===== config.mk =====
export PLATFORM = sky130hd
export DESIGN_NAME = humidity_temp_result_readout
export DESIGN_NICKNAME = d
export VERILOG_FILES = /design/src/verilog/humid_temp_pkg.sv /design/src/verilog/byte_stream_if.sv /design/src/verilog/byte_skid_fifo.sv /design/src/verilog/humidity_temp_result_readout.sv
export VERILOG_INCLUDE_DIRS = /design/src /design/src/verilog
export SDC_FILE = /design/constraint.sdc
export NUM_CORES = 1
export LEC_CHECK = 0
export ABC_CLOCK_PERIOD_IN_PS = 5600
export BUFFER_PORTS_ARGS = -buffer_cell sky130_fd_sc_hd__buf_2
export CORE_MARGIN = 8
export CORE_UTILIZATION = 30
export CTS_CLUSTER_DIAMETER = 60
export DETAILED_ROUTE_END_ITERATION = 6
export GPL_TIMING_DRIVEN = 0
export MAX_ROUTING_LAYER = met4
export SKIP_LAST_GASP = 1
export SLEW_MARGIN = 10
export SYNTH_ARGS = -nofsm -noshare
export SYNTH_HDL_FRONTEND = slang
export SYNTH_SLANG_ARGS = --single-unit

===== constraint.sdc =====
create_clock -name clk_sys -period 5.6 [get_ports clk_sys]
set_clock_uncertainty 0.05 [all_clocks]
set_input_delay 1.12 -clock clk_sys [delete_from_list [all_inputs] [get_ports clk_sys]]
set_output_delay 1.12 -clock clk_sys [all_outputs]
set_load 0.005 [all_outputs]

===== src/verilog/humid_temp_map.svh =====
`ifndef HUMID_TEMP_MAP_SVH
`define HUMID_TEMP_MAP_SVH

// Bus identity and command bytes.
`define SENSOR_ADDR 7'h54
`define CMD_TEMP_NOHOLD 8'hf3
`define CMD_COMBO_NOHOLD 8'hf5
`define CMD_STOP_PERIODIC 8'h30

// Result checksum.
`define CRC_POLY 8'h1d
`define CRC_INIT 8'hff
`define CRC_XOR_OUT 8'h00

// Alert status byte layout; bits not listed read as zero.
`define STAT_HUMID_UNDER_BIT 0
`define STAT_HUMID_OVER_BIT 1
`define STAT_TEMP_UNDER_BIT 2
`define STAT_TEMP_OVER_BIT 3
`define STAT_RESET 8'h00

// System clock rate.
`define CLK_SYS_KHZ 10000

// Longest conversion times in microseconds, by resolution code 0..3.
`define CONV_TEMP_8_US 370
`define CONV_TEMP_10_US 450
`define CONV_TEMP_12_US 600
`define CONV_TEMP_14_US 910
`define CONV_COMBO_8_US 640
`define CONV_COMBO_10_US 800
`define CONV_COMBO_12_US 1040
`define CONV_COMBO_14_US 1700

// Periodic measurement intervals in milliseconds, by interval code 0..2.
`define PERIOD_0_MS 500
`define PERIOD_1_MS 1000
`define PERIOD_2_MS 2500

`endif


===== src/verilog/humid_temp_pkg.sv =====
package humid_temp_pkg;

	typedef enum logic [6:0] {
		ST_IDLE = 7'b0000001,
		ST_ADDR = 7'b0000010,
		ST_ADDR_ACK = 7'b0000100,
		ST_WR_BYTE = 7'b0001000,
		ST_WR_ACK = 7'b0010000,
		ST_RD_BYTE = 7'b0100000,
		ST_RD_ACK = 7'b1000000
	} link_state_type;

	typedef logic [13:0] sample_type;

endpackage : humid_temp_pkg


===== src/verilog/byte_stream_if.sv =====
`timescale 1ns/1ns

interface byte_stream_if #(parameter int W = 8);
	logic valid;
	logic ready;
	logic [W-1:0] data;

	modport src (output valid, output data, input ready);
	modport snk (input valid, input data, output ready);
endinterface : byte_stream_if


===== src/verilog/byte_skid_fifo.sv =====
`timescale 1ns/1ns

module byte_skid_fifo #(
	parameter int WIDTH = 8,
	parameter int DEPTH = 2
) (
	input wire logic clk_sys,
	input wire logic rst,
	input wire logic ce,
	input wire logic flush,
	byte_stream_if.snk fill,
	byte_stream_if.src drain
);

	localparam int PW = (DEPTH > 1) ? $clog2(DEPTH) : 1;
	localparam logic [PW:0] FULL_CNT = (PW + 1)'(DEPTH);

	if (DEPTH < 2 || (DEPTH & (DEPTH - 1)) != 0 || WIDTH < 1) begin : g_bad
		$error("byte_skid_fifo needs a power-of-two DEPTH of at least 2");
	end

	logic [WIDTH-1:0] mem_r [DEPTH];
	logic [WIDTH-1:0] mem_nxt [DEPTH];
	logic [PW-1:0] wr_r, wr_nxt, rd_r, rd_nxt;
	logic [PW:0] cnt_r, cnt_nxt;
	logic push, pop;

	assign fill.ready = (cnt_r != FULL_CNT);
	assign drain.valid = (cnt_r != '0);
	assign drain.data = mem_r[rd_r];
	assign push = fill.valid && fill.ready;
	assign pop = drain.ready && drain.valid;

	always_comb begin
		mem_nxt = mem_r;
		wr_nxt = wr_r;
		rd_nxt = rd_r;
		cnt_nxt = cnt_r;
		if (flush) begin
			wr_nxt = '0;
			rd_nxt = '0;
			cnt_nxt = '0;
		end else begin
			if (push) begin
				mem_nxt[wr_r] = fill.data;
				wr_nxt = wr_r + PW'(1);
			end
			if (pop) begin
				rd_nxt = rd_r + PW'(1);
			end
			if (push && !pop) begin
				cnt_nxt = cnt_r + (PW + 1)'(1);
			end else if (pop && !push) begin
				cnt_nxt = cnt_r - (PW + 1)'(1);
			end
		end
	end

	always_ff @(posedge clk_sys) begin
		if (rst) begin
			wr_r <= '0;
			rd_r <= '0;
			cnt_r <= '0;
			for (int i = 0; i < DEPTH; i++) begin
				mem_r[i] <= '0;
			end
		end else if (ce) begin
			wr_r <= wr_nxt;
			rd_r <= rd_nxt;
			cnt_r <= cnt_nxt;
			mem_r <= mem_nxt;
		end
	end

endmodule : byte_skid_fifo


===== src/verilog/humidity_temp_result_readout.sv =====
// What this block does
// - Ready result: acknowledge read address, send bytes.
// - Conversion running outside periodic mode: NACK read address, no data.
// - Two bytes temperature, four combined, humidity first.
// - Values go out most significant bit first.
// - Results always scaled to fourteen bits.
// - Temperature conversion times per resolution.
// - Combined conversion times per resolution.
// - Checksum byte follows over four data bytes.
// - Temperature-only checksum uses zero humidity bytes.
// - Checksum polynomial 1d, init ff, unreflected.
// - Periodic fetch returns latest stored result.
// - Periodic mode ignores all but fetch, stop.
// - Stop command 30 ends periodic mode.
// - Alert high at reset; periodic shows activity.
// - Outside periodic mode alert stays high.
// - Activity alert only with thresholds disabled.
// - Threshold alerts: limit, polarity, hysteresis.
// - Enabled alerts prepend status byte on fetch.
// - Status byte carries four limit flags.
// - Commands f3 and f5 start no-hold conversions.
// - Answer only the fixed address 54.
// - Resolution codes select 8 to 14 bits.
// - Periodic enable bit starts periodic measurement.
`timescale 1ns/1ns
`include "humid_temp_map.svh"

module humidity_temp_result_readout #(
	parameter int CNT_W = 25,
	parameter int TEMP_CONV_CYCLES [4] = '{
		`CONV_TEMP_8_US * `CLK_SYS_KHZ / 1000, `CONV_TEMP_10_US * `CLK_SYS_KHZ / 1000,
		`CONV_TEMP_12_US * `CLK_SYS_KHZ / 1000, `CONV_TEMP_14_US * `CLK_SYS_KHZ / 1000},
	parameter int COMBO_CONV_CYCLES [4] = '{
		`CONV_COMBO_8_US * `CLK_SYS_KHZ / 1000, `CONV_COMBO_10_US * `CLK_SYS_KHZ / 1000,
		`CONV_COMBO_12_US * `CLK_SYS_KHZ / 1000, `CONV_COMBO_14_US * `CLK_SYS_KHZ / 1000},
	parameter int PERIOD_CYCLES [3] = '{
		`PERIOD_0_MS * `CLK_SYS_KHZ, `PERIOD_1_MS * `CLK_SYS_KHZ, `PERIOD_2_MS * `CLK_SYS_KHZ}
) (
	input wire logic clk_sys,
	input wire logic rst,
	input wire logic ce,
	input wire logic scl_in,
	input wire logic sda_in,
	output logic sda_out,
	output logic sda_oe,
	input wire logic [1:0] temp_res,
	input wire logic [1:0] humid_res,
	input wire logic periodic_cfg_en,
	input wire logic [1:0] period_sel,
	input wire logic alert_polarity,
	input wire logic [3:0] alert_en,
	input wire logic [3:0][13:0] alert_thresh,
	input wire logic [13:0] alert_hyst,
	input wire logic [13:0] humid_raw,
	input wire logic [13:0] temp_raw,
	output logic alert,
	output logic periodic_active,
	output logic conv_busy
);

	typedef logic [CNT_W-1:0] cnt_type;

	if (CNT_W < 2 || CNT_W > 31 || PERIOD_CYCLES[2] >= (1 << CNT_W) || PERIOD_CYCLES[0] < 1
			|| TEMP_CONV_CYCLES[0] < 1 || COMBO_CONV_CYCLES[3] >= (1 << CNT_W)) begin : g_bad
		$error("humidity_temp_result_readout: counts do not fit CNT_W or are zero");
	end

	function automatic humid_temp_pkg::sample_type scale14(input logic [13:0] raw, input logic [1:0] code);
		unique case (code)
			2'h0: return {raw[7:0], 6'h00};
			2'h1: return {raw[9:0], 4'h0};
			2'h2: return {raw[11:0], 2'h0};
			2'h3: return raw;
		endcase
	endfunction : scale14

	function automatic logic [7:0] crc8(input logic [31:0] d);
		logic [7:0] c;
		c = `CRC_INIT;
		for (int i = 31; i >= 0; i--) begin
			c = {c[6:0], 1'b0} ^ ((c[7] ^ d[i]) ? `CRC_POLY : 8'h00);
		end
		return c ^ `CRC_XOR_OUT;
	endfunction : crc8

	////////////////////////////////////////////////////////////////////////////////
	// Pin synchronisers; index 0 is the first flop, 2 holds the previous sample.

	logic [2:0] scl_r, scl_nxt, sda_r, sda_nxt;
	logic scl_rise, scl_fall, start_det, stop_det;

	always_comb begin
		scl_nxt = {scl_r[1:0], scl_in};
		sda_nxt = {sda_r[1:0], sda_in};
	end

	always_ff @(posedge clk_sys) begin
		if (rst) begin
			scl_r <= 3'h7;
			sda_r <= 3'h7;
		end else if (ce) begin
			scl_r <= scl_nxt;
			sda_r <= sda_nxt;
		end
	end

	assign scl_rise = scl_r[1] && !scl_r[2];
	assign scl_fall = !scl_r[1] && scl_r[2];
	assign start_det = scl_r[1] && scl_r[2] && !sda_r[1] && sda_r[2];
	assign stop_det = scl_r[1] && scl_r[2] && sda_r[1] && !sda_r[2];

	////////////////////////////////////////////////////////////////////////////////
	// Serial link state machine.

	byte_stream_if #(.W(8)) up_s ();
	byte_stream_if #(.W(8)) dn_s ();

	humid_temp_pkg::link_state_type state_r, state_nxt;
	logic [3:0] bit_cnt_r, bit_cnt_nxt;
	logic [7:0] shift_r, shift_nxt, tx_byte;
	logic sda_drv_r, sda_drv_nxt, rd_dir_r, rd_dir_nxt, mack_r, mack_nxt, first_r, first_nxt;
	logic cmd_pulse, seq_start, pop, flush, read_ok;

	// An empty buffer can only mean the master clocked past the end; it then reads ones.
	assign tx_byte = dn_s.valid ? dn_s.data : 8'hff;
	assign dn_s.ready = pop;

	always_comb begin
		state_nxt = state_r;
		bit_cnt_nxt = bit_cnt_r;
		shift_nxt = shift_r;
		sda_drv_nxt = sda_drv_r;
		rd_dir_nxt = rd_dir_r;
		mack_nxt = mack_r;
		first_nxt = first_r;
		cmd_pulse = 1'b0;
		seq_start = 1'b0;
		pop = 1'b0;
		flush = 1'b0;
		if (start_det) begin
			state_nxt = humid_temp_pkg::ST_ADDR;
			bit_cnt_nxt = 4'h0;
			sda_drv_nxt = 1'b0;
			first_nxt = 1'b1;
			flush = 1'b1;
		end else if (stop_det) begin
			state_nxt = humid_temp_pkg::ST_IDLE;
			sda_drv_nxt = 1'b0;
			flush = 1'b1;
		end else begin
			unique case (state_r)
				humid_temp_pkg::ST_IDLE: begin
				end
				humid_temp_pkg::ST_ADDR, humid_temp_pkg::ST_WR_BYTE: begin
					if (scl_rise && bit_cnt_r != 4'h8) begin
						shift_nxt = {shift_r[6:0], sda_r[1]};
						bit_cnt_nxt = bit_cnt_r + 4'h1;
					end else if (scl_fall && bit_cnt_r == 4'h8) begin
						if (state_r == humid_temp_pkg::ST_WR_BYTE) begin
							sda_drv_nxt = 1'b1;
							cmd_pulse = first_r;
							state_nxt = humid_temp_pkg::ST_WR_ACK;
						end else if (shift_r[7:1] != `SENSOR_ADDR) begin
							state_nxt = humid_temp_pkg::ST_IDLE;
						end else if (!shift_r[0]) begin
							sda_drv_nxt = 1'b1;
							rd_dir_nxt = 1'b0;
							state_nxt = humid_temp_pkg::ST_ADDR_ACK;
						end else if (read_ok) begin
							sda_drv_nxt = 1'b1;
							rd_dir_nxt = 1'b1;
							seq_start = 1'b1;
							state_nxt = humid_temp_pkg::ST_ADDR_ACK;
						end else begin
							state_nxt = humid_temp_pkg::ST_IDLE;
						end
					end
				end
				humid_temp_pkg::ST_ADDR_ACK, humid_temp_pkg::ST_RD_ACK: begin
					if (scl_rise && state_r == humid_temp_pkg::ST_RD_ACK) begin
						mack_nxt = !sda_r[1];
					end else if (scl_fall) begin
						if (state_r == humid_temp_pkg::ST_ADDR_ACK && !rd_dir_r) begin
							sda_drv_nxt = 1'b0;
							bit_cnt_nxt = 4'h0;
							state_nxt = humid_temp_pkg::ST_WR_BYTE;
						end else if (state_r == humid_temp_pkg::ST_ADDR_ACK || mack_r) begin
							pop = dn_s.valid;
							sda_drv_nxt = !tx_byte[7];
							shift_nxt = {tx_byte[6:0], 1'b0};
							bit_cnt_nxt = 4'h1;
							state_nxt = humid_temp_pkg::ST_RD_BYTE;
						end else begin
							sda_drv_nxt = 1'b0;
							state_nxt = humid_temp_pkg::ST_IDLE;
						end
					end
				end
				humid_temp_pkg::ST_RD_BYTE: begin
					if (scl_fall) begin
						if (bit_cnt_r == 4'h8) begin
							sda_drv_nxt = 1'b0;
							state_nxt = humid_temp_pkg::ST_RD_ACK;
						end else begin
							sda_drv_nxt = !shift_r[7];
							shift_nxt = {shift_r[6:0], 1'b0};
							bit_cnt_nxt = bit_cnt_r + 4'h1;
						end
					end
				end
				humid_temp_pkg::ST_WR_ACK: begin
					if (scl_fall) begin
						sda_drv_nxt = 1'b0;
						bit_cnt_nxt = 4'h0;
						first_nxt = 1'b0;
						state_nxt = humid_temp_pkg::ST_WR_BYTE;
					end
				end
			endcase
		end
	end

	always_ff @(posedge clk_sys) begin
		if (rst) begin
			state_r <= humid_temp_pkg::ST_IDLE;
			bit_cnt_r <= 4'h0;
			shift_r <= 8'h00;
			sda_drv_r <= 1'b0;
			rd_dir_r <= 1'b0;
			mack_r <= 1'b0;
			first_r <= 1'b0;
		end else if (ce) begin
			state_r <= state_nxt;
			bit_cnt_r <= bit_cnt_nxt;
			shift_r <= shift_nxt;
			sda_drv_r <= sda_drv_nxt;
			rd_dir_r <= rd_dir_nxt;
			mack_r <= mack_nxt;
			first_r <= first_nxt;
		end
	end

	assign sda_out = 1'b0;
	assign sda_oe = sda_drv_r;

	////////////////////////////////////////////////////////////////////////////////
	// Conversion timing, periodic mode and the result holding registers.

	logic periodic_r, periodic_nxt, cfg_prev_r, busy_r, busy_nxt, combo_r, combo_nxt;
	cnt_type conv_cnt_r, conv_cnt_nxt, period_cnt_r, period_cnt_nxt;
	humid_temp_pkg::sample_type res_h_r, res_h_nxt, res_t_r, res_t_nxt, new_h, new_t;
	logic [7:0] res_crc_r, res_crc_nxt;
	logic res_combo_r, res_combo_nxt, res_valid_r, res_valid_nxt, conv_done, start_conv, start_combo;
	logic [1:0] max_res;

	assign max_res = (humid_res > temp_res) ? humid_res : temp_res;
	assign new_h = combo_r ? scale14(humid_raw, humid_res) : 14'h0000;
	assign new_t = scale14(temp_raw, temp_res);

	always_comb begin
		periodic_nxt = periodic_r;
		busy_nxt = busy_r;
		combo_nxt = combo_r;
		conv_cnt_nxt = conv_cnt_r;
		period_cnt_nxt = period_cnt_r;
		res_h_nxt = res_h_r;
		res_t_nxt = res_t_r;
		res_crc_nxt = res_crc_r;
		res_combo_nxt = res_combo_r;
		res_valid_nxt = res_valid_r;
		conv_done = 1'b0;
		start_conv = 1'b0;
		start_combo = 1'b0;
		if (periodic_cfg_en && !cfg_prev_r && !periodic_r) begin
			periodic_nxt = 1'b1;
			start_conv = 1'b1;
			start_combo = 1'b1;
			period_cnt_nxt = cnt_type'(PERIOD_CYCLES[(period_sel == 2'h3) ? 2'h2 : period_sel] - 1);
		end else if (periodic_r) begin
			if (cmd_pulse && shift_r == `CMD_STOP_PERIODIC) begin
				periodic_nxt = 1'b0;
			end else if (period_cnt_r == '0) begin
				start_conv = 1'b1;
				start_combo = 1'b1;
				period_cnt_nxt = cnt_type'(PERIOD_CYCLES[(period_sel == 2'h3) ? 2'h2 : period_sel] - 1);
			end else begin
				period_cnt_nxt = period_cnt_r - cnt_type'(1);
			end
		end else if (cmd_pulse && (shift_r == `CMD_TEMP_NOHOLD || shift_r == `CMD_COMBO_NOHOLD)) begin
			start_conv = 1'b1;
			start_combo = (shift_r == `CMD_COMBO_NOHOLD);
		end
		if (start_conv) begin
			busy_nxt = 1'b1;
			combo_nxt = start_combo;
			conv_cnt_nxt = start_combo ? cnt_type'(COMBO_CONV_CYCLES[max_res] - 1)
				: cnt_type'(TEMP_CONV_CYCLES[temp_res] - 1);
		end else if (busy_r) begin
			if (conv_cnt_r == '0) begin
				busy_nxt = 1'b0;
				conv_done = 1'b1;
				res_h_nxt = new_h;
				res_t_nxt = new_t;
				res_crc_nxt = crc8({2'b00, new_h, 2'b00, new_t});
				res_combo_nxt = combo_r;
				res_valid_nxt = 1'b1;
			end else begin
				conv_cnt_nxt = conv_cnt_r - cnt_type'(1);
			end
		end
	end

	always_ff @(posedge clk_sys) begin
		if (rst) begin
			periodic_r <= 1'b0;
			cfg_prev_r <= 1'b0;
			busy_r <= 1'b0;
			combo_r <= 1'b0;
			conv_cnt_r <= '0;
			period_cnt_r <= '0;
			res_h_r <= 14'h0000;
			res_t_r <= 14'h0000;
			res_crc_r <= 8'h00;
			res_combo_r <= 1'b0;
			res_valid_r <= 1'b0;
		end else if (ce) begin
			periodic_r <= periodic_nxt;
			cfg_prev_r <= periodic_cfg_en;
			busy_r <= busy_nxt;
			combo_r <= combo_nxt;
			conv_cnt_r <= conv_cnt_nxt;
			period_cnt_r <= period_cnt_nxt;
			res_h_r <= res_h_nxt;
			res_t_r <= res_t_nxt;
			res_crc_r <= res_crc_nxt;
			res_combo_r <= res_combo_nxt;
			res_valid_r <= res_valid_nxt;
		end
	end

	// In periodic mode a fetch may overlap a conversion and gets the held result.
	assign read_ok = res_valid_r && (periodic_r || !busy_r);
	assign periodic_active = periodic_r;
	assign conv_busy = busy_r;

	////////////////////////////////////////////////////////////////////////////////
	// Threshold flags with hysteresis; channel 0/1 humidity low/high, 2/3 temperature.

	logic [3:0] flag_r, flag_nxt, trig;
	logic temp_over_limit_flag, temp_under_limit_flag, humid_over_limit_flag, humid_under_limit_flag;

	for (genvar g = 0; g < 4; g++) begin : g_flag
		logic [14:0] val, lim;
		assign val = {1'b0, (g < 2) ? new_h : new_t};
		assign lim = {1'b0, alert_thresh[g]};
		always_comb begin
			flag_nxt[g] = flag_r[g];
			if (conv_done && periodic_r && (combo_r || g >= 2)) begin
				if (g % 2 == 1) begin
					if (val > lim) begin
						flag_nxt[g] = 1'b1;
					end else if (val + {1'b0, alert_hyst} < lim) begin
						flag_nxt[g] = 1'b0;
					end
				end else begin
					if (val < lim) begin
						flag_nxt[g] = 1'b1;
					end else if (val > lim + {1'b0, alert_hyst}) begin
						flag_nxt[g] = 1'b0;
					end
				end
			end
		end
		always_ff @(posedge clk_sys) begin
			if (rst) begin
				flag_r[g] <= 1'b0;
			end else if (ce) begin
				flag_r[g] <= flag_nxt[g];
			end
		end
		assign trig[g] = flag_r[g] && alert_en[g];
	end

	assign humid_under_limit_flag = trig[0];
	assign humid_over_limit_flag = trig[1];
	assign temp_under_limit_flag = trig[2];
	assign temp_over_limit_flag = trig[3];

	////////////////////////////////////////////////////////////////////////////////
	// Alert pin.

	logic alert_r, alert_nxt;

	always_comb begin
		if (!periodic_r) begin
			alert_nxt = 1'b1;
		end else if (alert_en == 4'h0) begin
			alert_nxt = busy_r;
		end else begin
			alert_nxt = (|trig) ^ alert_polarity;
		end
	end

	always_ff @(posedge clk_sys) begin
		if (rst) begin
			alert_r <= 1'b1;
		end else if (ce) begin
			alert_r <= alert_nxt;
		end
	end

	assign alert = alert_r;

	////////////////////////////////////////////////////////////////////////////////
	// Byte sequencer: snapshot at address time, then feed the buffer in order.

	logic [2:0] idx_r, idx_nxt;
	logic run_r, run_nxt, tx_combo_r, tx_combo_nxt, tx_stat_en_r, tx_stat_en_nxt, inc;
	humid_temp_pkg::sample_type tx_h_r, tx_h_nxt, tx_t_r, tx_t_nxt;
	logic [7:0] tx_crc_r, tx_crc_nxt, tx_stat_r, tx_stat_nxt, stat_byte;

	always_comb begin
		stat_byte = `STAT_RESET;
		stat_byte[`STAT_TEMP_OVER_BIT] = temp_over_limit_flag;
		stat_byte[`STAT_TEMP_UNDER_BIT] = temp_under_limit_flag;
		stat_byte[`STAT_HUMID_OVER_BIT] = humid_over_limit_flag;
		stat_byte[`STAT_HUMID_UNDER_BIT] = humid_under_limit_flag;
	end

	always_comb begin
		unique case (idx_r)
			3'h0: inc = tx_stat_en_r;
			3'h1, 3'h2: inc = tx_combo_r;
			default: inc = 1'b1;
		endcase
		unique case (idx_r)
			3'h0: up_s.data = tx_stat_r;
			3'h1: up_s.data = {2'b00, tx_h_r[13:8]};
			3'h2: up_s.data = tx_h_r[7:0];
			3'h3: up_s.data = {2'b00, tx_t_r[13:8]};
			3'h4: up_s.data = tx_t_r[7:0];
			default: up_s.data = tx_crc_r;
		endcase
		up_s.valid = run_r && inc;
		idx_nxt = idx_r;
		run_nxt = run_r;
		tx_h_nxt = tx_h_r;
		tx_t_nxt = tx_t_r;
		tx_crc_nxt = tx_crc_r;
		tx_stat_nxt = tx_stat_r;
		tx_combo_nxt = tx_combo_r;
		tx_stat_en_nxt = tx_stat_en_r;
		if (flush) begin
			run_nxt = 1'b0;
		end else if (seq_start) begin
			run_nxt = 1'b1;
			idx_nxt = 3'h0;
			tx_h_nxt = res_h_r;
			tx_t_nxt = res_t_r;
			tx_crc_nxt = res_crc_r;
			tx_combo_nxt = res_combo_r;
			tx_stat_nxt = stat_byte;
			tx_stat_en_nxt = periodic_r && (alert_en != 4'h0);
		end else if (run_r && (!inc || up_s.ready)) begin
			idx_nxt = idx_r + 3'h1;
			run_nxt = (idx_r != 3'h5);
		end
	end

	always_ff @(posedge clk_sys) begin
		if (rst) begin
			idx_r <= 3'h0;
			run_r <= 1'b0;
			tx_h_r <= 14'h0000;
			tx_t_r <= 14'h0000;
			tx_crc_r <= 8'h00;
			tx_stat_r <= `STAT_RESET;
			tx_combo_r <= 1'b0;
			tx_stat_en_r <= 1'b0;
		end else if (ce) begin
			idx_r <= idx_nxt;
			run_r <= run_nxt;
			tx_h_r <= tx_h_nxt;
			tx_t_r <= tx_t_nxt;
			tx_crc_r <= tx_crc_nxt;
			tx_stat_r <= tx_stat_nxt;
			tx_combo_r <= tx_combo_nxt;
			tx_stat_en_r <= tx_stat_en_nxt;
		end
	end

	byte_skid_fifo #(.WIDTH(8), .DEPTH(2)) u_tx_fifo (
		.clk_sys(clk_sys),
		.rst(rst),
		.ce(ce),
		.flush(flush),
		.fill(up_s),
		.drain(dn_s)
	);

endmodule : humidity_temp_result_readout


==> flow_metrics.env <==
export IMPL_p_int_w=0.00298
export IMPL_die_w_um=244
export IMPL_grt_max_degree=21
export IMPL_nets=2485
export IMPL_arrival_ps=5640
export IMPL_rsz0062_at_grt="yes"
export IMPL_power_switching_w=0.00179
export IMPL_cts_hold_buffers_added=0
export IMPL_die_h_um=244
export IMPL_finalMaxSlewViolations=0
export IMPL_io_buffers=116
export IMPL_final_period_utilization_pct=95.4
export IMPL_whs_ps=403
export IMPL_critPathMaxFanout=10
export IMPL_cp_data_required_time_ps=5900
export IMPL_hpwlAfterDp_um=39900
export IMPL_core_area_sq_um=51300
export IMPL_numCtsBuffers=17
export IMPL_critPathKind="primary input to flip-flop"
export IMPL_grt_use_met1_pct=21.8
export IMPL_async_reset_ff_share_pct=0
export IMPL_max_slew_worst_pin_slew_ps=1170
export IMPL_area_growth_pct=14.1
export IMPL_clkLatencyLatePin_ps=450
export IMPL_pwr_density_cell_nw_per_um2=269
export IMPL_power_total_w=0.00477
export IMPL_drt_iter0_markers=1224
export IMPL_antenna_found_initial=16
export IMPL_maxCapViolations=0
export IMPL_die_area_sq_um=59400
export IMPL_grtUsageTotal_pct=16.8
export IMPL_drc=0
export IMPL_routedWlPerCell_um=17.3
export IMPL_synth_cell_types=81
export IMPL_synth_nets=2345
export IMPL_synth_flop_cell="dfxtp_1"
export IMPL_syn_instance_count=2041
export IMPL_layout_commonest_cell="a21oi_1"
export IMPL_hold_viol=0
export IMPL_ys_seq_elements=192
export IMPL_outcome="finished, final reports clean"
export IMPL_p_leak_nw=7.40
export IMPL_cts_sinks=192
export IMPL_drive_gt1_share_pct=9.85
export IMPL_setup_viol=0
export IMPL_ys_seq_area_share_pct=24.7
export IMPL_path_clk_slew_ps=80
export IMPL_max_stage_delay_ps=370
export IMPL_ir_drop_mv=0.331
export IMPL_clockRootBuffer="clkbuf_16"
export IMPL_synth_warnings=0
export IMPL_rows=83
export IMPL_most_common_layout_cells="a21oi_1 (251), nand2_1 (236), nor2_1 (209)"
export IMPL_io_pins=120
export IMPL_gr_usage_met2_pct=26.7
export IMPL_comb_power_share_pct=41.9
export IMPL_tns_ps=0
export IMPL_p_sw_share_pct=37.5
export IMPL_path_delay_family="compound AO/OA/AOI/OAI gates"
export IMPL_ant_nets=0
export IMPL_max_freq_ghz=0.187
export IMPL_crit_path_top_delay_cell="a2111oi_2"
export IMPL_cts_tree="done"
export IMPL_endpoint_kind="flip-flop"
export IMPL_fin_util_pct=34.6
export IMPL_synth_edff_count=0
export IMPL_slew_headroom_pct=21.1
export IMPL_avgViaCountPerCell=5.28
export IMPL_clk_path_buf_depth=2
export IMPL_startpoint_type="primary input"
export IMPL_syn_area_sq_um=15500
export IMPL_cts_htree_levels=4
export IMPL_busiest_layer="met2"
export IMPL_min_period_ps=5340
export IMPL_clock_power_share_pct=27.5
export IMPL_hold_path_class="flip-flop to flip-flop"
export IMPL_grt_pass1_wl_um=79900
export IMPL_gp_congestion=0.938
export IMPL_vias=15243
export IMPL_grt_overflow_total=0
export IMPL_grt_pass1_vias=14684
export IMPL_grtUsageMet3_pct=3.10
export IMPL_first_pass_iters=5
export IMPL_seq_power_share_pct=30.6
export IMPL_start_util_pct=30.3
export IMPL_wl_um=50000
export IMPL_avgSynthCellArea_sq_um=7.62
export IMPL_path_buf_inv=3
[synthesized netlist by cell type (all sizes together), types with 28 or more instances]
| cell | instances | area (sq um) |
|---|---|---|
| a21o | 40 | 300 |
| a21oi | 254 | 1290 |
| clkbuf | 84 | 345 |
| dfxtp | 192 | 3840 |
| ha | 185 | 2310 |
| inv | 122 | 458 |
| mux2i | 31 | 310 |
| nand2 | 238 | 893 |
| nand2b | 29 | 181 |
| nor2 | 215 | 817 |
| nor2b | 46 | 288 |
| nor3 | 44 | 220 |
| o21ai | 118 | 594 |
| xnor2 | 89 | 832 |
| xor2 | 28 | 245 |
[worst register-to-register path, cell delays in order, from the launching register on]
cell       delay (ps)
dfxtp_1           430
clkbuf_8          210
clkbuf_1          330
nand4_1           250
inv_2             180
ha_1              250
a21o_1            170
a21oi_1           210
o21bai_1          120
a21oi_1           250
o21bai_1          100
a21oi_1           240
o21bai_1          100
a21oi_1           230
nor2b_1            80
o21a_1            180
o21ai_0           170
nand2b_1           90
a21oi_1           180
xnor2_1            90
ha_1              180
a2111oi_0         260
o21ai_0           150
o31a_1            250
[metal layers]
metal / routed length, um / part of all wire [%]
met2: 22800 / 46
met5: 0 / 0
met3: 3460 / 6.9
met1: 22800 / 46
met4: 878 / 1.8
[cell families (layout without fill, tap and decap cells)]
family / after synthesis / in the layout / share of synthesized area, %
and+or+nand+nor: 711 / 711 / 21.3
AOI/OAI and AO/OA: 570 / 570 / 22.5
buffers and inverters: 219 / 372 / 5.79
DFF: 192 / 192 / 24.7
adders and majority gates: 189 / 189 / 15.4
xor gates and xnor gates: 122 / 122 / 7.66
muxes: 37 / 37 / 2.67
other: 1 / 16 / 0.0241
[per-stage QoR]
step / std cells / setup WS [ps] / instance area [sq um]
4_1_cts: 2868 / 41.9 / 17600
6_report: 2889 / 258 / 17700
5_1_grt: 2889 / -38.3 / 17700
3_3_place_gp: 2837 / -748 / 17000
3_5_place_dp: 2837 / -941 / 17000
2_1_floorplan: 2041 / 376 / 15500
[power groups by stage]
stage          logic [W]  clock network (W)  registers, W
6_report         0.00200            0.00131       0.00146
5_1_grt          0.00222            0.00139       0.00147
4_1_cts          0.00198            0.00134       0.00146
3_5_place_dp     0.00197                  0       0.00149
3_3_place_gp     0.00195                  0       0.00149
2_1_floorplan    0.00156                  0       0.00148
[timing repair]
action / CTS / global route
setup endpoints to repair: 1 / 2
gates resized for setup: 8 / 14
pin swaps: 0 / 3
buffers inserted: 0 / 6
hold endpoints to repair: 0 / 0
cloned: 0 / 0
[state kept, by name, summed over array words and instances (netlist names), 2 cells and up]
register	cells
bit_cnt_r	4
conv_cnt_r	25
flag_r	4
idx_r	3
period_cnt_r	25
res_crc_r	8
res_h_r	14
res_t_r	14
scl_r	3
sda_r	3
shift_r	8
state_r	7
tx_crc_r	8
tx_h_r	14
tx_stat_r	4
tx_t_r	14
u_tx_fifo.cnt_r	2
u_tx_fifo.mem_r	16
[final timing paths]
check,slack [ps],to,cells after the start,startpoint
setup / recovery,260,flag_r[3],25,temp_res[0]
hold / removal,400,tx_combo_r,2,tx_combo_r
setup reg to reg,760,flag_r[1],23,combo_r
hold reg to reg,400,tx_combo_r,2,tx_combo_r
[area by class of cell]
| cell class | count | area (sq um) |
|---|---|---|
| Antenna cell | 15 | 37.5 |
| Buffer | 95 | 437 |
| Clock buffer | 17 | 425 |
| Clock inverter | 15 | 214 |
| Fill cell | 5468 | 33600 |
| Inverter | 123 | 462 |
| Multi-Input combinational cell | 1630 | 10800 |
| Sequential cell | 192 | 3840 |
| Tap cell | 680 | 851 |
| Timing Repair Buffer | 122 | 626 |
No activity file was read; power rests on OpenSTA's default activity.
